### src/rtl/accel_irq_pkg.sv
/*
 * Shared constants and types of the accelerometer interrupt output stage.
 * Assumes one 50 MHz clock and an 8-bit register port from the serial interface.
 */
package accel_irq_pkg;

  // ************************************************************
  // Register offsets and reset values
  // ************************************************************
  localparam logic [7:0] ADDR_PIN_CFG   = 8'h20;
  localparam logic [7:0] ADDR_LATCH     = 8'h21;
  localparam logic [7:0] ADDR_LOWG_DLY  = 8'h22;
  localparam logic [7:0] ADDR_LOWG_LVL  = 8'h23;
  localparam logic [7:0] ADDR_HYST_MODE = 8'h24;
  localparam logic [7:0] ADDR_HIGHG_DLY = 8'h25;
  localparam logic [7:0] ADDR_HIGHG_LVL = 8'h26;
  localparam logic [7:0] ADDR_MOT_DUR   = 8'h27;

  localparam logic [7:0] RST_PIN_CFG    = 8'h05;
  localparam logic [7:0] RST_LATCH      = 8'h00;
  localparam logic [7:0] RST_LOWG_DLY   = 8'h09;
  localparam logic [7:0] RST_LOWG_LVL   = 8'h30;
  localparam logic [7:0] RST_HYST_MODE  = 8'h81;
  localparam logic [7:0] RST_HIGHG_DLY  = 8'h0F;
  localparam logic [7:0] RST_HIGHG_LVL  = 8'hC0;
  localparam logic [7:0] RST_MOT_DUR    = 8'h00;

  // ************************************************************
  // Field positions and stored-bit masks
  // ************************************************************
  localparam int         PIN_A_POL_BIT  = 0;
  localparam int         PIN_A_DRV_BIT  = 1;
  localparam int         PIN_B_POL_BIT  = 2;
  localparam int         PIN_B_DRV_BIT  = 3;
  localparam int         CLEAR_BIT      = 7;
  localparam int         LOWG_MODE_BIT  = 2;
  localparam int         LOWG_HY_LSB    = 0;
  localparam int         HIGHG_HY_LSB   = 6;
  localparam int         ANYMOT_DUR_LSB = 0;
  localparam int         STILL_DUR_LSB  = 2;
  localparam logic [7:0] PIN_CFG_MASK   = 8'h0F;
  localparam logic [7:0] LATCH_MASK     = 8'h0F;
  localparam logic [7:0] HYST_MASK      = 8'hC7;

  // ************************************************************
  // Timing: one tick is 250 us, all holds and delays count ticks
  // ************************************************************
  localparam int CLK_FREQ_MHZ   = 50;
  localparam int TICK_US        = 250;
  localparam int TICK_CYCLES    = TICK_US * CLK_FREQ_MHZ;
  localparam int DELAY_STEP_US  = 2000;
  localparam int TICKS_PER_STEP = DELAY_STEP_US / TICK_US;
  localparam int TICKS_PER_SEC  = 1000000 / TICK_US;
  localparam int NOMOT_BASE1_S  = 20;
  localparam int NOMOT_BASE2_S  = 88;

  // Engine slots in the status vector
  localparam int ENG_LOWG   = 0;
  localparam int ENG_HIGHG  = 1;
  localparam int ENG_ANYMOT = 2;
  localparam int ENG_STILL  = 3;
  localparam int NUM_ENG    = 4;

  // ************************************************************
  // Types
  // ************************************************************
  typedef enum logic [1:0] {
    LK_NONE = 2'b00,
    LK_TEMP = 2'b01,
    LK_HOLD = 2'b11
  } latch_kind_t;

  typedef enum logic [1:0] {
    G_IDLE   = 2'b00,
    G_QUAL   = 2'b01,
    G_ACTIVE = 2'b11
  } g_state_t;

  typedef struct packed {
    logic               valid;
    logic signed [11:0] x;
    logic signed [11:0] y;
    logic signed [11:0] z;
  } accel_sample_t;

  typedef struct packed {
    logic        valid;
    logic [11:0] x;
    logic [11:0] y;
    logic [11:0] z;
  } slope_sample_t;

  typedef struct packed {
    logic [1:0] range;
    logic [2:0] highg_axis_en;
    logic [2:0] anymot_axis_en;
    logic       still_sel;
    logic [2:0] still_axis_en;
    logic [7:0] anymotion_level;
    logic [7:0] stillness_level;
    logic [3:0] map_a;
    logic [3:0] map_b;
  } ext_cfg_t;

endpackage

### src/rtl/accel_irq_out_stage.sv
/*
 * Interrupt output stage with low-g, high-g, any-motion and slow/no-motion engines.
 * Assumes samples, slopes and external settings arrive on the same clock,
 * and register accesses come from the serial interface as single-cycle strobes.
 */
// Summary of operation
// - Drive bit picks push-pull or open-drain per pin
// - Polarity bit picks active level; reset high push-pull
// - Writing clear bit one drops all latched interrupts except those rising in that cycle
// - Codes 0000/1000 non-latched, 0111/1111 fully latched
// - Other codes give temporary hold times
// - Low-g waits (duration+1) times 2 ms
// - Low-g threshold is field times 7.81 mg
// - Low-g per-axis or axis-sum by mode bit
// - Low-g hysteresis is field times 125 mg
// - High-g hysteresis step scales with range
// - High-g waits (duration+1) times 2 ms
// - High-g threshold step scales with range
// - Any-motion needs duration+1 consecutive slopes above
// - Slow-motion needs duration+1 consecutive slopes above
// - No-motion waits a quiet time from field
// - Select bit picks slow or no motion
`timescale 1ns/1ps
module accel_irq_out_stage
  import accel_irq_pkg::*;
#(
  parameter int TICK_CYC = TICK_CYCLES
) (
  input  wire logic          ref_clk_in,
  input  wire logic          rst_n_in,
  input  wire logic          reg_wr_in,
  input  wire logic          reg_rd_in,
  input  wire logic [7:0]    reg_addr_in,
  input  wire logic [7:0]    reg_wdata_in,
  input  wire accel_sample_t accel_in,
  input  wire slope_sample_t slope_in,
  input  wire ext_cfg_t      ext_cfg_in,
  output logic [7:0]         reg_rdata_out,
  output logic [NUM_ENG-1:0] int_status_out,
  output logic               irq_pin_a_out,
  output logic               irq_pin_a_oe_out,
  output logic               irq_pin_b_out,
  output logic               irq_pin_b_oe_out
);

  // ************************************************************
  // Functions
  // ************************************************************
  // Magnitude of a signed sample
  function automatic logic [13:0] mag(input logic signed [11:0] v);
    logic [11:0] u;
    u = v[11] ? 12'(-v) : 12'(v);
    mag = {2'b00, u};
  endfunction

  // Kind of latching from the mode code
  function automatic latch_kind_t kind_of(input logic [3:0] code);
    kind_of = LK_TEMP;
    if (code[2:0] == 3'b000) begin
      kind_of = LK_NONE;
    end else if (code[2:0] == 3'b111) begin
      kind_of = LK_HOLD;
    end
  endfunction

  // Temporary hold time in ticks
  function automatic logic [15:0] hold_ticks(input logic [3:0] code);
    logic [15:0] t;
    t = 16'h0001;
    unique case (code)
      4'h1:    t = 16'h03E8;                      // 250 ms
      4'h2:    t = 16'h07D0;                      // 500 ms
      4'h3:    t = 16'h0FA0;                      // 1 s
      4'h4:    t = 16'h1F40;                      // 2 s
      4'h5:    t = 16'h3E80;                      // 4 s
      4'h6:    t = 16'h7D00;                      // 8 s
      4'h9:    t = 16'h0001;                      // 250 us
      4'hA:    t = 16'h0002;                      // 500 us
      4'hB:    t = 16'h0004;                      // 1 ms
      4'hC:    t = 16'h0032;                      // 12.5 ms
      4'hD:    t = 16'h0064;                      // 25 ms
      4'hE:    t = 16'h00C8;                      // 50 ms
      default: t = 16'h0001;
    endcase
    hold_ticks = t;
  endfunction

  // ************************************************************
  // Registers
  // ************************************************************
  logic [7:0] pin_cfg_r;
  logic [7:0] latch_r;
  logic [7:0] lowg_dly_r;
  logic [7:0] lowg_lvl_r;
  logic [7:0] hyst_mode_r;
  logic [7:0] highg_dly_r;
  logic [7:0] highg_lvl_r;
  logic [7:0] mot_dur_r;
  logic       clear_req;

  // Writes keep only the stored bits
  always_ff @(posedge ref_clk_in or negedge rst_n_in) begin
    if (!rst_n_in) begin
      pin_cfg_r   <= RST_PIN_CFG;
      latch_r     <= RST_LATCH;
      lowg_dly_r  <= RST_LOWG_DLY;
      lowg_lvl_r  <= RST_LOWG_LVL;
      hyst_mode_r <= RST_HYST_MODE;
      highg_dly_r <= RST_HIGHG_DLY;
      highg_lvl_r <= RST_HIGHG_LVL;
      mot_dur_r   <= RST_MOT_DUR;
    end else if (reg_wr_in) begin
      unique case (reg_addr_in)
        ADDR_PIN_CFG:   pin_cfg_r   <= reg_wdata_in & PIN_CFG_MASK;
        ADDR_LATCH:     latch_r     <= reg_wdata_in & LATCH_MASK;
        ADDR_LOWG_DLY:  lowg_dly_r  <= reg_wdata_in;
        ADDR_LOWG_LVL:  lowg_lvl_r  <= reg_wdata_in;
        ADDR_HYST_MODE: hyst_mode_r <= reg_wdata_in & HYST_MASK;
        ADDR_HIGHG_DLY: highg_dly_r <= reg_wdata_in;
        ADDR_HIGHG_LVL: highg_lvl_r <= reg_wdata_in;
        ADDR_MOT_DUR:   mot_dur_r   <= reg_wdata_in;
        default: ;
      endcase
    end
  end

  // Write-only clear bit acts in the write cycle
  assign clear_req = reg_wr_in && (reg_addr_in == ADDR_LATCH)
                     && reg_wdata_in[CLEAR_BIT];

  // Read port; clear bit and unmapped offsets read zero
  always_ff @(posedge ref_clk_in or negedge rst_n_in) begin
    if (!rst_n_in) begin
      reg_rdata_out <= 8'h00;
    end else if (reg_rd_in) begin
      unique case (reg_addr_in)
        ADDR_PIN_CFG:   reg_rdata_out <= pin_cfg_r;
        ADDR_LATCH:     reg_rdata_out <= latch_r;
        ADDR_LOWG_DLY:  reg_rdata_out <= lowg_dly_r;
        ADDR_LOWG_LVL:  reg_rdata_out <= lowg_lvl_r;
        ADDR_HYST_MODE: reg_rdata_out <= hyst_mode_r;
        ADDR_HIGHG_DLY: reg_rdata_out <= highg_dly_r;
        ADDR_HIGHG_LVL: reg_rdata_out <= highg_lvl_r;
        ADDR_MOT_DUR:   reg_rdata_out <= mot_dur_r;
        default:        reg_rdata_out <= 8'h00;
      endcase
    end
  end

  // ************************************************************
  // Time base
  // ************************************************************
  logic [15:0] tick_cnt_r;
  logic        tick;

  // One tick every 250 us
  always_ff @(posedge ref_clk_in or negedge rst_n_in) begin
    if (!rst_n_in) begin
      tick_cnt_r <= 16'h0000;
    end else if (tick) begin
      tick_cnt_r <= 16'h0000;
    end else begin
      tick_cnt_r <= tick_cnt_r + 16'h0001;
    end
  end
  assign tick = (tick_cnt_r == 16'(TICK_CYC - 1));

  // ************************************************************
  // Acceleration thresholds in raw counts
  // ************************************************************
  logic [13:0] ax;
  logic [13:0] ay;
  logic [13:0] az;
  logic [13:0] asum;
  logic [13:0] lowg_level;
  logic [13:0] low_rel;
  logic [13:0] highg_level;
  logic [13:0] high_rel;
  logic [13:0] highg_hysteresis;

  assign ax       = mag(accel_in.x);
  assign ay       = mag(accel_in.y);
  assign az       = mag(accel_in.z);
  assign asum     = ax + ay + az;
  // Fixed mg steps shrink in counts as the range widens
  assign lowg_level   = {3'b000, lowg_lvl_r, 3'b000} >> ext_cfg_in.range;
  assign low_rel  = lowg_level + (14'({hyst_mode_r[LOWG_HY_LSB +: 2], 7'h00})
                    >> ext_cfg_in.range);
  // Range-scaled steps are constant in counts
  assign highg_level  = {3'b000, highg_lvl_r, 3'b000};
  assign highg_hysteresis  = {5'h00, hyst_mode_r[HIGHG_HY_LSB +: 2], 7'h00};
  assign high_rel = (highg_level > highg_hysteresis) ? highg_level - highg_hysteresis : 14'h0000;

  // ************************************************************
  // Low-g and high-g conditions
  // ************************************************************
  logic [1:0] g_on;
  logic [1:0] g_off;
  logic [2:0] hi_ax;
  logic [2:0] hi_rel_ax;

  assign hi_ax     = {az > highg_level, ay > highg_level, ax > highg_level} & ext_cfg_in.highg_axis_en;
  assign hi_rel_ax = {az >= high_rel, ay >= high_rel, ax >= high_rel}
                     & ext_cfg_in.highg_axis_en;

  // Condition to enter and to leave each engine
  always_comb begin
    if (hyst_mode_r[LOWG_MODE_BIT]) begin
      g_on[ENG_LOWG]  = asum < lowg_level;
      g_off[ENG_LOWG] = asum >= low_rel;
    end else begin
      g_on[ENG_LOWG]  = (ax < lowg_level) || (ay < lowg_level) || (az < lowg_level);
      g_off[ENG_LOWG] = (ax >= low_rel) && (ay >= low_rel) && (az >= low_rel);
    end
    g_on[ENG_HIGHG]  = |hi_ax;
    g_off[ENG_HIGHG] = ~|hi_rel_ax;
  end

  // ************************************************************
  // Low-g and high-g engines
  // ************************************************************
  logic [1:0]  g_active;
  logic [11:0] g_need [2];

  assign g_need[ENG_LOWG]  = 12'(({4'h0, lowg_dly_r} + 12'h001) * TICKS_PER_STEP);
  assign g_need[ENG_HIGHG] = 12'(({4'h0, highg_dly_r} + 12'h001) * TICKS_PER_STEP);

  for (genvar g = 0; g < 2; g++) begin : gen_g
    g_state_t    st_r;
    logic [11:0] cnt_r;

    // Condition must hold for the whole delay before activating
    always_ff @(posedge ref_clk_in or negedge rst_n_in) begin
      if (!rst_n_in) begin
        st_r  <= G_IDLE;
        cnt_r <= 12'h000;
      end else begin
        unique case (st_r)
          G_IDLE: begin
            cnt_r <= 12'h000;
            if (accel_in.valid && g_on[g]) begin
              st_r <= G_QUAL;
            end
          end
          G_QUAL: begin
            if (accel_in.valid && !g_on[g]) begin
              st_r <= G_IDLE;
            end else if (cnt_r >= g_need[g]) begin
              st_r <= G_ACTIVE;
            end else if (tick) begin
              cnt_r <= cnt_r + 12'h001;
            end
          end
          G_ACTIVE: begin
            if (accel_in.valid && g_off[g]) begin
              st_r <= G_IDLE;
            end
          end
          default: st_r <= G_IDLE;
        endcase
      end
    end
    assign g_active[g] = (st_r == G_ACTIVE);
  end

  // ************************************************************
  // Slope engines
  // ************************************************************
  logic [13:0] any_lvl;
  logic [13:0] still_lvl;
  logic        any_over;
  logic        still_over;
  logic [2:0]  any_cnt_r;
  logic [2:0]  still_cnt_r;
  logic [20:0] quiet_r;
  logic [20:0] quiet_need;
  logic [8:0]  quiet_sec;
  logic [5:0]  still_dur;

  // Slope steps are range-scaled, so constant in counts
  assign any_lvl    = {4'h0, ext_cfg_in.anymotion_level, 2'b00};
  assign still_lvl  = {4'h0, ext_cfg_in.stillness_level, 2'b00};
  assign any_over   = |({slope_in.z > any_lvl[11:0], slope_in.y > any_lvl[11:0],
                         slope_in.x > any_lvl[11:0]} & ext_cfg_in.anymot_axis_en);
  assign still_over = |({slope_in.z > still_lvl[11:0], slope_in.y > still_lvl[11:0],
                         slope_in.x > still_lvl[11:0]} & ext_cfg_in.still_axis_en);
  assign still_dur  = mot_dur_r[STILL_DUR_LSB +: 6];

  // Quiet time in seconds from the duration field
  always_comb begin
    if (still_dur[5]) begin
      quiet_sec = 9'({still_dur[4:0], 3'b000}) + 9'(NOMOT_BASE2_S);
    end else if (still_dur[4]) begin
      quiet_sec = 9'({still_dur[3:0], 2'b00}) + 9'(NOMOT_BASE1_S);
    end else begin
      quiet_sec = 9'(still_dur[3:0]) + 9'h001;
    end
    quiet_need = 21'(quiet_sec * TICKS_PER_SEC);
  end

  // Runs of slope samples above each threshold, saturating
  always_ff @(posedge ref_clk_in or negedge rst_n_in) begin
    if (!rst_n_in) begin
      any_cnt_r   <= 3'h0;
      still_cnt_r <= 3'h0;
    end else if (slope_in.valid) begin
      any_cnt_r   <= !any_over ? 3'h0 : (any_cnt_r[2] ? any_cnt_r : any_cnt_r + 3'h1);
      still_cnt_r <= !still_over ? 3'h0 : (still_cnt_r[2] ? still_cnt_r : still_cnt_r + 3'h1);
    end
  end

  // Time since the last slope above the stillness level
  always_ff @(posedge ref_clk_in or negedge rst_n_in) begin
    if (!rst_n_in) begin
      quiet_r <= 21'h000000;
    end else if (slope_in.valid && still_over) begin
      quiet_r <= 21'h000000;
    end else if (tick && quiet_r < quiet_need) begin
      quiet_r <= quiet_r + 21'h000001;
    end
  end

  // ************************************************************
  // Engine levels
  // ************************************************************
  logic [NUM_ENG-1:0] eng_active;
  logic [NUM_ENG-1:0] eng_prev_r;

  assign eng_active[ENG_LOWG]   = g_active[ENG_LOWG];
  assign eng_active[ENG_HIGHG]  = g_active[ENG_HIGHG];
  assign eng_active[ENG_ANYMOT] = any_cnt_r >= 3'(mot_dur_r[ANYMOT_DUR_LSB +: 2]) + 3'h1;
  assign eng_active[ENG_STILL]  = ext_cfg_in.still_sel ?
                                  (quiet_r >= quiet_need) :
                                  (still_cnt_r >= 3'(mot_dur_r[STILL_DUR_LSB +: 2]) + 3'h1);

  // Previous level for rise detection
  always_ff @(posedge ref_clk_in or negedge rst_n_in) begin
    if (!rst_n_in) begin
      eng_prev_r <= '0;
    end else begin
      eng_prev_r <= eng_active;
    end
  end

  // ************************************************************
  // Latching per engine
  // ************************************************************
  latch_kind_t        lk;
  logic [15:0]        hold_len;
  logic [NUM_ENG-1:0] state_r;

  assign lk       = kind_of(latch_r[3:0]);
  assign hold_len = hold_ticks(latch_r[3:0]);

  for (genvar e = 0; e < NUM_ENG; e++) begin : gen_latch
    logic [15:0] hold_r;
    logic        rise;

    assign rise = eng_active[e] && !eng_prev_r[e];

    // A new event wins over a clear in the same cycle
    always_ff @(posedge ref_clk_in or negedge rst_n_in) begin
      if (!rst_n_in) begin
        state_r[e] <= 1'b0;
        hold_r     <= 16'h0000;
      end else begin
        unique case (lk)
          LK_NONE: begin
            state_r[e] <= eng_active[e];
            hold_r     <= 16'h0000;
          end
          LK_HOLD: begin
            if (rise) begin
              state_r[e] <= 1'b1;
            end else if (clear_req) begin
              state_r[e] <= 1'b0;
            end
          end
          LK_TEMP: begin
            if (rise) begin
              state_r[e] <= 1'b1;
              hold_r     <= hold_len;
            end else if (clear_req) begin
              state_r[e] <= 1'b0;
              hold_r     <= 16'h0000;
            end else if (tick && state_r[e]) begin
              if (hold_r <= 16'h0001) begin
                state_r[e] <= 1'b0;
                hold_r     <= 16'h0000;
              end else begin
                hold_r     <= hold_r - 16'h0001;
              end
            end
          end
          default: state_r[e] <= 1'b0;
        endcase
      end
    end
  end

  // Status copy for the outside
  always_ff @(posedge ref_clk_in or negedge rst_n_in) begin
    if (!rst_n_in) begin
      int_status_out <= '0;
    end else begin
      int_status_out <= state_r;
    end
  end

  // ************************************************************
  // Pin drivers
  // ************************************************************
  logic [1:0] pin_level;
  logic [1:0] pin_o;
  logic [1:0] pin_oe;
  logic [1:0] pin_pol;
  logic [1:0] pin_drv;

  assign pin_level = {|(state_r & ext_cfg_in.map_b), |(state_r & ext_cfg_in.map_a)};
  assign pin_pol   = {pin_cfg_r[PIN_B_POL_BIT], pin_cfg_r[PIN_A_POL_BIT]};
  assign pin_drv   = {pin_cfg_r[PIN_B_DRV_BIT], pin_cfg_r[PIN_A_DRV_BIT]};

  for (genvar p = 0; p < 2; p++) begin : gen_pin
    accel_irq_pin_drv u_drv (
      .ref_clk_in    (ref_clk_in),
      .rst_n_in      (rst_n_in),
      .assert_in     (pin_level[p]),
      .polarity_in   (pin_pol[p]),
      .drive_type_in (pin_drv[p]),
      .pin_out       (pin_o[p]),
      .pin_oe_out    (pin_oe[p])
    );
  end

  assign irq_pin_a_out    = pin_o[0];
  assign irq_pin_a_oe_out = pin_oe[0];
  assign irq_pin_b_out    = pin_o[1];
  assign irq_pin_b_oe_out = pin_oe[1];

endmodule

### src/rtl/accel_irq_pin_drv.sv
/*
 * One interrupt pin output stage: polarity and push-pull or open-drain drive.
 * Assumes the wire level is resolved outside from pin_out and pin_oe_out.
 */
`timescale 1ns/1ps
module accel_irq_pin_drv (
  input  wire logic ref_clk_in,
  input  wire logic rst_n_in,
  input  wire logic assert_in,
  input  wire logic polarity_in,
  input  wire logic drive_type_in,
  output logic      pin_out,
  output logic      pin_oe_out
);

  logic level;

  // Electrical level for the asserted state
  assign level = polarity_in ? assert_in : ~assert_in;

  // ************************************************************
  // Registered driver
  // ************************************************************
  // Reset shows an idle active-high push-pull pin
  always_ff @(posedge ref_clk_in or negedge rst_n_in) begin
    if (!rst_n_in) begin
      pin_out    <= 1'b0;
      pin_oe_out <= 1'b1;
    end else if (drive_type_in) begin
      pin_out    <= 1'b0;
      pin_oe_out <= ~level;
    end else begin
      pin_out    <= level;
      pin_oe_out <= 1'b1;
    end
  end

endmodule

### config.mk
export PLATFORM = sky130hd
export DESIGN_NAME = accel_irq_out_stage
export DESIGN_NICKNAME = d
export VERILOG_FILES = /design/src/rtl/accel_irq_pkg.sv /design/src/rtl/accel_irq_out_stage.sv /design/src/rtl/accel_irq_pin_drv.sv
export SDC_FILE = /design/constraint.sdc
export NUM_CORES = 1
export LEC_CHECK = 0
export BUFFER_PORTS_ARGS = -buffer_cell sky130_fd_sc_hd__buf_2
export CAP_MARGIN = 20
export CORE_UTILIZATION = 29
export DETAILED_ROUTE_END_ITERATION = 6
export GPL_TIMING_DRIVEN = 0
export SLEW_MARGIN = 20
export SYNTH_ARGS = -nofsm -noshare
export SYNTH_HDL_FRONTEND = slang
export SYNTH_SLANG_ARGS = --single-unit
### constraint.sdc
create_clock -name ref_clk_in -period 6.25 [get_ports ref_clk_in]
set_input_delay 0.3125 -clock ref_clk_in [delete_from_list [all_inputs] [get_ports ref_clk_in]]
set_output_delay 0.3125 -clock ref_clk_in [all_outputs]
set_load 0.05 [all_outputs]
* Word-level counts from Yosys, hierarchy flattened
Memories as Yosys holds them, arrays and structs flattened.
Cells that the tools add are included.
W data, S select, Z words.
** Cells by class
- Add/sub/neg operators :: 24
- Multipliers :: 1
- $lt $le $gt $ge :: 31
- Equality and inequality tests :: 42
- Shift-type cells :: 2
- Multiplexer cells :: 88
- Bitwise operators :: 10
- Reductions and logical operators :: 65
** Operators with widths (number)
- $mux W16 :: 17
- $pmux W16 S2 :: 4
- $mux W12 :: 9
- $ge A12 B14 Y1 :: 6
- $gt A12 B10 Y1 :: 6
- $eq A8 B6 Y1 const B :: 8
- $le A16 B1 Y1 const B :: 4
- $pmux W8 S8 :: 1
- $sub A16 B1 Y16 const B :: 4
- $pmux W12 S2 :: 2
- $lt A12 B14 Y1 :: 3
- $mux W21 :: 2
- $gt A12 B11 Y1 :: 3
- $neg A12 Y12 :: 3
- $ne A4 B4 Y1 const B :: 8
- $mux W1 :: 30
- $reduce_and A2 Y1 :: 14
- $add A12 B1 Y12 const B :: 2
- $ge A12 B12 Y1 :: 2
- $add A21 B1 Y21 const B :: 1
- $ge A21 B21 Y1 :: 1
- $lt A21 B21 Y1 :: 1
- $logic_and A1 B1 Y1 :: 20
- $mux W2 :: 10
- other kinds (43) :: 102
** Word-level totals
- Flip-flop bits (word level) :: 212
- Memory bits (read-only) :: 240
- Input port bits :: 130
- Output and inout port bits :: 16
- Logic and storage cells :: 297
- Memories :: 1
** Memory list
- (no name shown) :: words 16, bits a word 15, read ports 1, clocked after memory_dff 0, wr ports 0, line accel_irq_out_stage.sv:70 : unique case (code)

* Depth between registers and ports, before layout
Gate-level depths: netlist of the first run.
- Word-level depth :: 10
- Depth in mapped cells :: 32

* Hierarchy
A second synthesis of the first run with hierarchy kept.
** Unflattened totals
- Cells, all modules :: 2322
- Area total of the unflattened synthesis :: 20355.8 um2
** By module, submodules not included
- accel_irq_out_stage :: times used 1, cells each 2312, area an instance 20215.6 um2, sequential area each 5222.5 um2
- accel_irq_pin_drv :: times used 2, cells each 5, area an instance 70.1 um2, sequential area each 51.3 um2

* Worst setup path after synthesis of the first run
OpenSTA, ideal clock, no wires.
- Path type :: reg2reg
- Start :: register mot_dur_r[2]
- End :: register gen_latch[3].hold_r[10]
- Setup time :: 121 ps
- Arrival time :: 6710 ps
- Required time :: 6129 ps
- Setup slack :: -581 ps
- Cell stages (with the launch flop) :: 27
- Buffers on the path :: 2
- Period minus slack after synthesis :: 6831 ps
- Path through :: dfrtp_1 -> clkbuf_1 -> inv_1 -> ha_1 -> a21oi_1 -> mux2i_1 -> fa_1 -> inv_1 -> fa_1 -> fa_1 -> fa_1 -> inv_1 -> ha_1 -> o21ai_0 -> nand2b_1 -> a31o_2 -> and4_1 -> o31a_1 -> xnor2_1 -> ha_1 -> nand3_1 -> nor2_1 -> o31a_1 -> o311ai_1 -> a31oi_1 -> clkbuf_1 -> a22o_1
** On the way
- Cells in the longest elaborated chain, start to end :: 9
- Elaborated cells between the ends (all ways) :: 15
- Classes of those cells :: add/sub (4); mul (1); order compare (2); eq/ne (1); mux (5); reduce/logical (2)
** Ends and longest elaborated chain
- from (decl) :: line accel_irq_out_stage.sv:98 : logic [7:0] mot_dur_r;
- from (signal assigned) :: line accel_irq_out_stage.sv:121 : ADDR_MOT_DUR: mot_dur_r <= reg_wdata_in;
- $add A6 B5 Y7 or $add A4 B1 Y5 (tied branches) :: line accel_irq_out_stage.sv:294, accel_irq_out_stage.sv:296
- $mux W7 :: line accel_irq_out_stage.sv:293 : end else if (still_dur[4]) begin
- $mux W9 :: line accel_irq_out_stage.sv:291 : if (still_dur[5]) begin
- $mul A9 B7 Y16 :: line accel_irq_out_stage.sv:298 : quiet_need = 21'(quiet_sec * TICKS_PER_SEC);
- $ge A21 B21 Y1 :: line accel_irq_out_stage.sv:333 : (quiet_r >= quiet_need) :
- $mux W1 (*) :: line accel_irq_out_stage.sv:332 : assign eng_active[ENG_STILL] = ext_cfg_in.still_sel ?
- $logic_and A1 B1 Y1 (*) :: line accel_irq_out_stage.sv:359 : assign rise = eng_active[e] && !eng_prev_r[e];
- $ne A4 B4 Y1 (no line) or $mux W16 (tied branches)
- $reduce_and A2 Y1 (no line) or $pmux W16 S2 (tied branches)
- to (signal assigned) :: line accel_irq_out_stage.sv:382 : hold_r <= hold_len;
- to (signal assigned) :: line accel_irq_out_stage.sv:391 : hold_r <= hold_r - 16'h0001;
- to (decl) :: line accel_irq_out_stage.sv:356 : logic [15:0] hold_r;
Mark *: on every way between the ends. The rest lies on a longest branch, timed or not.
A chain may end at the register's enable or synchronous reset.

* Worst setup path after layout of the first run
- Start :: register mot_dur_r[2]
- End :: register gen_latch[3].hold_r[2]
The elaborated chain is that of the path after synthesis.

==> results of run 1 <==
-- power breakdown --
| group | internal (mW) | switching, mW |
|---|---|---|
| clock | 0.918 | 0.623 |
| sequential | 1.62 | 0.297 |
| combinational | 1.68 | 2.22 |
-- worst max-delay path: cells and delay by family, from the launching register on --
family	cells	cell delay, ps
AOI/OAI and AO/OA	8	1390
xor gates and xnor gates	1	130
adders and majority gates	7	2640
buffers and inverters	9	890
DFF	1	360
and+or+nand+nor	5	890
-- metal layers --
layer	track usage [%]	vias up	wire [um]
li1	-	8808	-
met1	24.28	8841	29360
met2	26.60	528	26670
met3	2.722	131	3855
met4	4.706	12	1818
met5	0	-	73
-- logic make-up after synthesis --
logic type,after synthesis,share of synthesized area [%]
AO/OA/AOI/OAI,600,19.84
flip-flops,212,26.22
buffers and inverters,241,4.479
AND/OR/NAND/NOR,671,17.05
XOR/XNOR,145,6.253
adder cells (fa/ha/maj),344,22.52
multiplexers,61,3.629
-- state kept, by name, summed over array words and instances, names as in the netlist, 5 cells and up --
signal            count
lowg_lvl_r            8
hyst_mode_r           5
mot_dur_r             8
lowg_dly_r            8
highg_dly_r           8
reg_rdata_out         8
quiet_r              21
tick_cnt_r           16
highg_lvl_r           8
gen_latch.hold_r     64
gen_g.cnt_r          24
-- cell type report --
cell class | instances | share of cell area, %
multi-input combinational | 1821 | 60.32
clock buffer | 34 | 3.096
buffer | 59 | 1.248
clock inverter | 14 | 0.5482
antenna | 6 | 0.06265
tap | 931 | 4.860
sequential | 212 | 22.22
timing repair buffer | 182 | 4.798
inverter | 179 | 2.845
-- placed cells by master, fill, tap and decap left out, types with 22 or more instances in the layout --
cell type,netlist,final
ha_1,308,299
dfrtp_1,196,195
inv_1,177,171
nand2_1,167,165
buf_2,3,141
o21ai_0,152,140
nor2_1,124,120
a21oi_1,107,102
xnor2_1,96,92
nand3_1,72,69
a22o_1,63,61
nor3_1,56,54
xor2_1,49,47
clkbuf_1,54,46
o22ai_1,44,43
mux2_2,41,41
nor2b_1,36,36
fa_1,36,36
nand2b_1,31,31
nand4_1,30,30
a21o_1,29,29
clkbuf_16,0,28
buf_4,0,27
or3_1,27,26
o211ai_1,26,26
and3_1,24,24
nor4_1,23,22
-- metrics by stage --
stage	cell area [um2]	instances	hold WS [ps]
3_3_place_gp	22270	3345	468.2
6_report	23970	3438	41.58
4_1_cts	23730	3423	31.07
2_1_floorplan	20410	2274	16.91
5_1_grt	23950	3432	70.81
3_5_place_dp	22360	3347	360.8
-- cells in the mapped netlist (30+ instances only) --
| library cell | count | share of area, % |
|---|---|---|
| mux2_2 | 41 | 2.3 |
| a21oi_1 | 107 | 2.6 |
| dfrtp_1 | 196 | 24 |
| nand2b_1 | 31 | 0.95 |
| xnor2_1 | 96 | 4.1 |
| xor2_1 | 49 | 2.1 |
| nor3_1 | 56 | 1.4 |
| nand2_1 | 167 | 3.1 |
| clkbuf_1 | 54 | 1.0 |
| nand3_1 | 72 | 1.8 |
| o22ai_1 | 44 | 1.4 |
| fa_1 | 36 | 3.5 |
| nand4_1 | 30 | 0.92 |
| nor2b_1 | 36 | 1.1 |
| inv_1 | 177 | 3.3 |
| a22o_1 | 63 | 2.7 |
| ha_1 | 308 | 19 |
| o21ai_0 | 152 | 3.7 |
| nor2_1 | 124 | 2.3 |
-- worst paths after layout --
path	cells after the start	from	end
min in group asynchronous	2	rst_n_in	tick_cnt_r[13]$_DFF_PN0_
max in group asynchronous	4	rst_n_in	lowg_dly_r[3]$_DFFE_PN1P_
setup / recovery	30	mot_dur_r[2]$_DFFE_PN0P_	gen_latch[3].hold_r[2]$_DFFE_PN0P_
hold reg to reg	1	gen_latch[1].hold_r[15]$_DFFE_PN0P_	gen_latch[1].hold_r[15]$_DFFE_PN0P_
hold / removal	2	slope_in[36]	still_cnt_r[2]$_DFFE_PN0P_
setup reg to reg	30	mot_dur_r[2]$_DFFE_PN0P_	gen_latch[3].hold_r[2]$_DFFE_PN0P_
-- repair_timing --
item / in CTS / in global routing
cloned: 2 / 1
resized for setup: 68 / 28
hold endpoints to repair: 78 / 0
endpoints found under the setup margin: 38 / 37
hold buffers: 1 / 0
setup buffers: 29 / 8
pin swaps: 34 / 21
==> run summary, run 1 <==
Die W: 266.6 um
Crit end category: register
CTS tree: built
Max frequency: 155.6 MHz
Register area: 5326 um2
Residual DRC: 0
Reg2Reg Setup Slack: -180 ps
Fin util: 34.76%
Relative slew margins: 18.44%
Crit path time final: 6429 ps
Setup WS post-layout: -178.5 ps
Critical Path RT: 6670 ps
Clock latency on the worst-skew pair: 540 ps
Num ports: 146
Warnings from Yosys: 0
Period utilization: 102.9%
Largest net degree at the start of global routing: 82
Rows: 96
First-pass GRT wire length: 97320 um
Area of the multi-input gates: 14460 um2
Num CTS Buffers: 26
Hold crit path type: primary input to register
Ys flop type: dfrtp_1
Status: complete, but fails checks
I/O Buffers: 140
Place WS: -870.4 ps
Max clock buf depth: 3
WL per Instance: 17.97 um
P&R area growth vs syn: 18.01%
RD Place Congestion: 0.8966
Critical Path Start Type: register
Post-synth EDFFs: 0
Vias in the first global route: 17500
Leakage: 10.79 nW
Core Region: 68950 um2
1st-iter DRT viols: 1281
ANT nets after route: 0
Post-synth ARST share: 100.0%
Critical path type: register to register
Max-cap check violation count: 0
Initial antenna violation count: 10
Hold Vio Cnt, Final: 0
Total GRT Usage: 17.10%
H-tree lvl count: 1
Cell area after synthesis: 20310 um2
DP HPWL: 46870 um
Syn Inst Count: 2274
Setup TNS: -2413 ps
Least-Margin Pin Slew: 1211 ps
TritonCTS sink count: 212
Die Height: 266.6 um
VDD IR-drop max: 0.2295 mV
Vias: 18320
CP max-delay cell: fa_1
Die area: 71090 um2
Post-layout nets: 2955
Layout cells sized above 1: 15.87%
Max-slew violation count: 0
TritonRoute pass-1 iters: 5
Grt total ovfl: 0
Post-synthesis cell type count: 84
Detailed-route wire length: 61780 um
Starting Density: 29.46%
Clock Root Buffer: clkbuf_16
Final setup violation count: 17
Fill count: 7083
CP max FO: 4
Clock Skew: 9.155 ps
Clk pin slew, worst setup/hold paths: 60 ps
Critical Path AT: 6850 ps
Unrepaired setup endpoints after global routing: true
Synth Area per Inst: 8.931 um2
Flops & latches, synth: 212
Vias/cell: 5.329
Seq/Total Area, Yosys: 26.22%
Pwr Total: 7.362 mW
Mapped Nets: 2748
CP peak stage delay: 500 ps
Cell Pwr Density: 307.2 nW/um2
Failing checks: negative setup slack
Cell mode on critical path: fa_1
Note: power is estimated with default switching activity, not from simulation.
==> run 2, diff against run 1 <==
--- a/config.mk
+++ b/config.mk
@@ -6,8 +6,8 @@
 export NUM_CORES = 1
 export LEC_CHECK = 0
-export BUFFER_PORTS_ARGS = -buffer_cell sky130_fd_sc_hd__buf_2
 export CAP_MARGIN = 20
 export CORE_UTILIZATION = 29
 export DETAILED_ROUTE_END_ITERATION = 6
+export DONT_BUFFER_PORTS = 1
 export GPL_TIMING_DRIVEN = 0
 export SLEW_MARGIN = 20
==> constraint.sdc (replaced) <==
create_clock -name ref_clk_in -period 6.25 [get_ports ref_clk_in]
set_input_delay 1.25 -clock ref_clk_in [delete_from_list [all_inputs] [get_ports ref_clk_in]]
set_output_delay 1.25 -clock ref_clk_in [all_outputs]
set_load 0.05 [all_outputs]
==> run summary, run 2 (same netlist as run 1, synthesis figures left out) <==
Clk pin slew, worst setup/hold paths: 60 ps (about the same)
P&R area growth vs syn: 15.59%
Max frequency: 157.7 MHz (+1.4%)
TritonRoute pass-1 iters: 7 (+2)
Die area: 71090 um2 (unchanged)
Vias in the first global route: 16910 (-3.4%)
Fin util: 34.05% (-0.71 points)
Unrepaired setup endpoints after global routing: true
Num CTS Buffers: 26 (unchanged)
Metal2 WL: 25950 um (-2.7%)
TritonCTS sink count: 212 (unchanged)
Place WS: -855.9 ps (+14.56 ps)
Period utilization: 101.5% (-1.4 points)
Initial antenna violation count: 7 (-3)
Max-slew violation count: 0 (unchanged)
Most common cell after layout, fill and taps aside: ha_1
Grt total ovfl: 0 (unchanged)
CP max-delay cell: fa_1
Crit end category: register
Biggest register: gen_latch.hold_r
Crit path time final: 6343 ps (-85.95 ps)
H-tree lvl count: 1 (unchanged)
Biggest registers after layout: gen_latch.hold_r x64, gen_g.cnt_r x24, quiet_r x21
Max clock buf depth: 3 (unchanged)
Rows: 96 (unchanged)
Register area: 5328 um2 (about the same)
Max layer used: met5
CTS tree: built
Setup TNS: -531.8 ps (+1881 ps)
Final setup violation count: 14 (-3)
DP HPWL: 45930 um (-2.0%)
Detailed-route wire length: 60480 um (-2.1%)
Core Region: 68950 um2 (unchanged)
I/O Buffers: 0 (-100%)
ANT nets after route: 0 (unchanged)
Least-Margin Pin Slew: 1229 ps (+18.69 ps)
Metal-1 WL: 27380 um (-6.8%)
Hold-fix buffers, CTS: 0 (-1)
First-pass GRT wire length: 94500 um (-2.9%)
Starting Density: 29.46% (unchanged)
Leakage: 10.29 nW (-4.6%)
Relative slew margins: 17.35% (-1.1 points)
Critical path type: register to register
Residual DRC: 0 (unchanged)
Setup WS post-layout: -92.57 ps (+85.95 ps)
Failing checks: negative setup slack
Num ports: 146 (unchanged)
Layout cells sized above 1: 12.12% (-3.8 points)
Hold Vio Cnt, Final: 0 (unchanged)
Critical Path AT: 6790 ps (-60 ps)
Critical Path RT: 6690 ps (+20 ps)
Clock Root Buffer: clkbuf_16
1st-iter DRT viols: 1185 (-7.5%)
WL per Instance: 18.37 um (+2.2%)
Critical Path Start Type: register
Vias/cell: 5.352 (+0.44%)
Largest net degree at the start of global routing: 213 (+160%)
Hold crit path type: primary input to asynchronous set/reset pin
Max-cap check violation count: 0 (unchanged)
Post-layout nets: 2814 (-4.8%)
Status: complete, but fails checks
Total GRT Usage: 16.73% (-0.36 points)
Area of the multi-input gates: 14690 um2 (+1.6%)
Die Height: 266.6 um (unchanged)
Cell mode on critical path: fa_1
RD Place Congestion: 0.9185 (+2.4%)
Fill count: 7154 (+1.0%)
CP peak stage delay: 500 ps (about the same)
VDD IR-drop max: 0.2131 mV (-7.1%)
CP max FO: 7 (+3)
Max reg flops: 64 (unchanged)
Die W: 266.6 um (unchanged)
Most frequent cells in the layout: ha_1, dfrtp_1, inv_1
Cell Pwr Density: 316.1 nW/um2 (+2.9%)
Vias: 17620 (-3.8%)
Clock Skew: 18.37 ps (+9.214 ps)
WL met3: 5466 um (+42%)
Clock latency on the worst-skew pair: 560 ps (+20 ps)
## run 2: cell count changes in the layout (fill, tap and decap cells not counted), moves of 4 or more
cell and change:
o21ai_2 -4, xnor2_1 -13, a21oi_1 -5, buf_4 -5, buf_2 -139, buf_6 +9
a21oi_2 +4, o21ai_1 +5, diode_2 -5, ha_4 +4, xnor2_2 +13
## run 2: path summary, 6_finish.rpt
kind / from / to / cells after the start / slack [ps]
min in group ref_clk_in: tick_cnt_r[15]$_DFF_PN0_ / tick_cnt_r[15]$_DFF_PN0_ / 1 / 480
max in group asynchronous: rst_n_in / lowg_dly_r[3]$_DFFE_PN1P_ / 0 / 5490
hold reg to reg: tick_cnt_r[15]$_DFF_PN0_ / tick_cnt_r[15]$_DFF_PN0_ / 1 / 480
setup / recovery: mot_dur_r[3]$_DFFE_PN0P_ / gen_latch[3].hold_r[7]$_DFFE_PN0P_ / 27 / -90
setup reg to reg: mot_dur_r[3]$_DFFE_PN0P_ / gen_latch[3].hold_r[7]$_DFFE_PN0P_ / 27 / -90
hold / removal: rst_n_in / tick_cnt_r[9]$_DFF_PN0_ / 0 / 400
## run 2: area by class of cell
cell class | instances | area share [%]
tap | 931 | 4.962
sequential | 212 | 22.69
clock buffer | 34 | 3.118
clock inverter | 14 | 0.6662
multi-input combinational | 1821 | 62.58
buffer | 59 | 1.290
inverter | 179 | 2.894
antenna | 1 | 0.01066
timing repair buffer | 41 | 1.786
## run 2: critical path: cells and delay by family, from the launching register on
family	cells	cell delay, ps
AO/OA/AOI/OAI	9	1880
adder cells (fa/ha/maj)	7	2540
flip-flops	1	440
XOR/XNOR	2	290
buffers and inverters	6	720
AND/OR/NAND/NOR	3	330
## run 2: routing by layer
| metal | track usage [%] | up-vias |
|---|---|---|
| li1 | - | 8513 |
| met1 | 22.87 | 8430 |
| met2 | 25.71 | 555 |
| met3 | 4.862 | 109 |
| met4 | 4.039 | 12 |
| met5 | 0 | - |
## run 2: repair_timing
item / 4_1_cts / 5_1_grt
hold endpoints to repair: 0 / 0
pin swaps: 34 / 45
endpoints found under the setup margin: 42 / 51
setup buffers: 23 / 19
resized for setup: 56 / 91
gates cloned: 0 / 2
## run 2: where the power goes
group / internal (mW) / switching (mW)
Combinational: 1.74 / 2.14
Clock: 0.949 / 0.635
Sequential: 1.62 / 0.337
## run 2: stage by stage
step           instance area, um2  hold slack, ps  cells  total power [mW]
2_1_floorplan               20410           404.8   2274             4.591
3_3_place_gp                21570           470.0   3205             5.348
3_5_place_dp                21580           465.4   3205             5.383
4_1_cts                     22950           380.3   3274             7.243
5_1_grt                     23470           379.5   3291             8.035
6_report                    23480           395.3   3292             7.421
==> run 3, diff against run 2 <==
Settings changed: SYNTH_HIERARCHICAL from default to 1.
==> run summary, run 3 <==
Mapped Nets: 2796 (+1.7%)
Die area: 71260 um2 (+0.23%)
Critical Path AT: 7210 ps (+420 ps)
Syn Inst Count: 2322 (+2.1%)
RD Place Congestion: 0.9094 (-0.99%)
Post-Synth XOR/XNOR Area: 5.507% (-0.75 points)
Proportion of synthesized area in mux cells: 4.383% (+0.75 points)
Max-cap check violation count: 0 (unchanged)
1st-iter DRT viols: 1337 (+13%)
Max frequency: 147.6 MHz (-6.4%)
Post-synth ARST share: 100.0% (unchanged)
Crit end category: register
Post-synthesis cell type count: 94 (+12%)
P&R area growth vs syn: 16.36%
Biggest register: gen_latch.hold_r
Grt total ovfl: 0 (unchanged)
Crit path time final: 6773 ps (+430.2 ps)
TritonRoute pass-1 iters: 7 (unchanged)
Final Instance Area: 23690 um2 (+0.90%)
Crit. Startpoint: mot_dur_r[2]$_DFFE_PN0P_
Starting Density: 29.47% (about the same)
Hold crit path type: primary input to asynchronous set/reset pin
Synth Area per Inst: 8.766 um2 (-1.8%)
Max reg flops: 64 (unchanged)
Max-slew violation count: 0 (unchanged)
Rows: 96 (unchanged)
Least-Margin Pin Slew: 1200 ps (-29.06 ps)
Num ports: 146 (unchanged)
CP peak stage delay: 560 ps (+60 ps)
Max clock buf depth: 3 (unchanged)
Synth top area cells: dfrtp_1, ha_1, nand2_1
Place WS: -982.8 ps (-127.0 ps)
Failing checks: negative setup slack
Hold-fix buffers, CTS: 0 (unchanged)
Reg2reg start: mot_dur_r[2]$_DFFE_PN0P_
Vias: 17770 (+0.85%)
Flops & latches, synth: 212 (unchanged)
Biggest registers after layout: gen_latch.hold_r x64, gen_g.cnt_r x24, quiet_r x21
I/O Buffers: 0 (unchanged)
VDD IR-drop max: 0.1882 mV (-12%)
Vias in the first global route: 16940 (+0.17%)
Clock Skew: 23.06 ps (+4.689 ps)
Largest net degree at the start of global routing: 213 (unchanged)
CP max-delay cell: fa_2
Cell Pwr Density: 238.8 nW/um2 (-24%)
Post-DP Area: 21700 um2 (+0.54%)
Die W: 266.9 um (+0.11%)
Critical Path RT: 6690 ps (about the same)
Cell area after synthesis: 20360 um2 (+0.23%)
Total GRT Usage: 16.45% (-0.28 points)
Most frequent cells after synthesis: ha_1, nand2_1, dfrtp_1, inv_1, nor2_1
CP delay by family, top: adder cells
Post-synthesis compound-gate area fraction: 18.17% (-1.7 points)
Global Route met1 Usage: 22.53% (-0.34 points)
Crit path buf inv count: 9 (+3)
Post-Synth Adder-Cell Area: 22.47% (-0.051 points)
Largest family of logic cells by synthesized area: adder cells
GR Layer Usage met2: 24.82% (-0.89 points)
First-pass GRT wire length: 93560 um (-0.99%)
Final setup violation count: 38 (+24)
DP HPWL: 45130 um (-1.7%)
Clk pin slew, worst setup/hold paths: 60 ps (about the same)
Count leader, synth: ha_1
Unrepaired setup endpoints after global routing: true
Most used routing layer in global routing: met2
Met3 usage: 4.493% (-0.37 points)
Clock latency on the worst-skew pair: 560 ps (about the same)
Ys flop type: dfrtp_1
Warnings from Yosys: 6 (+6)
Post-layout nets: 2877 (+2.2%)
H-tree lvl count: 1 (unchanged)
Post-synth EDFFs: 0 (unchanged)
Period utilization: 108.4% (+6.9 points)
Cell mode on critical path: inv_2
Initial antenna violation count: 3 (-4)
CTS tree: built
Top cell type's share of synthesized area: 24.09% (-0.055 points)
Critical Path Start Type: register
Relative slew margins: 19.30% (+2.0 points)
Layout cells sized above 1: 12.30% (+0.18 points)
Clock Root Buffer: clkbuf_16
Simple-Gate Fraction of Synth Area: 19.02% (+2.0 points)
CP max FO: 6 (-1)
Hold Vio Cnt, Final: 0 (unchanged)
ANT nets after route: 0 (unchanged)
Vias/cell: 5.296 (-1.0%)
Setup WS post-layout: -522.8 ps (-430.2 ps)
Leading area contributor after synthesis: dfrtp_1
Die Height: 266.9 um (+0.11%)
Leakage: 10.59 nW (+2.9%)
WL per Instance: 17.95 um (-2.3%)
Fill count: 7140 (-0.20%)
Detailed-route wire length: 60210 um (-0.44%)
Most common cell after layout, fill and taps aside: ha_1
Status: complete, but fails checks
Residual DRC: 0 (unchanged)
Num CTS Buffers: 26 (unchanged)
Critical path type: register to register
Seq/Total Area, Yosys: 26.16% (-0.060 points)
Core Region: 69070 um2 (+0.17%)
TritonCTS sink count: 212 (unchanged)
Most frequent cells in the layout: ha_1, nand2_1, dfrtp_1
run 3: changes by cell type in the layout (fill, tap and decap cells not counted), sizes merged, moves of 16 or more:
cell   previous run  this run
nand2           167       214
a22o             63        29
a21oi           107       139
nor2            124       149
mux2             41        59
o22ai            44        28
run 3: path summary, 6_finish.rpt:
| check | cells after the start | slack [ps] | endpoint |
|---|---|---|---|
| setup / recovery | 30 | -520 | gen_latch[3].hold_r[4]$_DFFE_PN0P_ |
| hold / removal | 0 | 400 | tick_cnt_r[9]$_DFF_PN0_ |
| setup reg to reg | 30 | -520 | gen_latch[3].hold_r[4]$_DFFE_PN0P_ |
| hold reg to reg | 1 | 480 | tick_cnt_r[15]$_DFF_PN0_ |
| max in group asynchronous | 0 | 5490 | hyst_mode_r[0]$_DFFE_PN1P_ |
| min in group ref_clk_in | 1 | 480 | tick_cnt_r[15]$_DFF_PN0_ |
run 3: layout make-up:
type,count,area [um2],share of cell area (%)
Antenna cell,1,2.502,0.01056
Buffer,51,327.8,1.384
Clock buffer,39,759.5,3.206
Clock inverter,9,235.2,0.9931
Inverter,167,636.9,2.689
Multi-Input combinational cell,1890,14750,62.27
Sequential cell,212,5328,22.49
Tap cell,931,1165,4.918
Timing Repair Buffer,55,483.0,2.039
run 3: what timing repair did:
| action | CTS | global route |
|---|---|---|
| setup endpoints to repair | 42 | 51 |
| gates cloned | 4 | 0 |
| setup buffers | 29 | 24 |
| pin swaps | 33 | 26 |
| resized for setup | 57 | 63 |
run 3: metal layers:
metal / wire, um / part of all wire, %
met1: 27650 / 46
met2: 25940 / 43
met3: 4804 / 8.0
met4: 1793 / 3.0
met5: 25 / 0.042
run 3: report_power, final:
part           total, mW  switching (mW)  internal (mW)  leakage (nW)
registers           1.64           0.174           1.47          2.83
logic               2.26            1.29          0.973          7.28
clock network       1.75           0.623           1.13         0.482
run 3: worst reg2reg max path, delay by kind of cell (launching register included):
kind,cells,cell delay (ps)
xor+xnor,1,200
simple gates,1,390
compound gates,11,2050
buf+inv,9,850
fa+ha+maj,7,2610
flops,1,410
mux,1,140
run 3: kinds of logic after synthesis:
kind of cell	Yosys count
DFF	212
adders and majority gates	344
AOI/OAI and AO/OA	574
muxes	78
and+or+nand+nor	766
buffers and inverters	220
xor gates and xnor gates	128
run 3: per-stage QoR:
step	total power, mW	utilization, %	setup TNS, ps	hold WS, ps	cells
6_report	5.657	34.30	-15550	403.0	3355
5_1_grt	6.035	34.29	-24690	385.2	3354
4_1_cts	5.540	33.59	-10330	385.5	3330
3_5_place_dp	3.671	31.41	-37130	467.2	3253
3_3_place_gp	3.636	31.37	-35300	466.0	3253
2_1_floorplan	3.181	-	-2501	408.4	2322
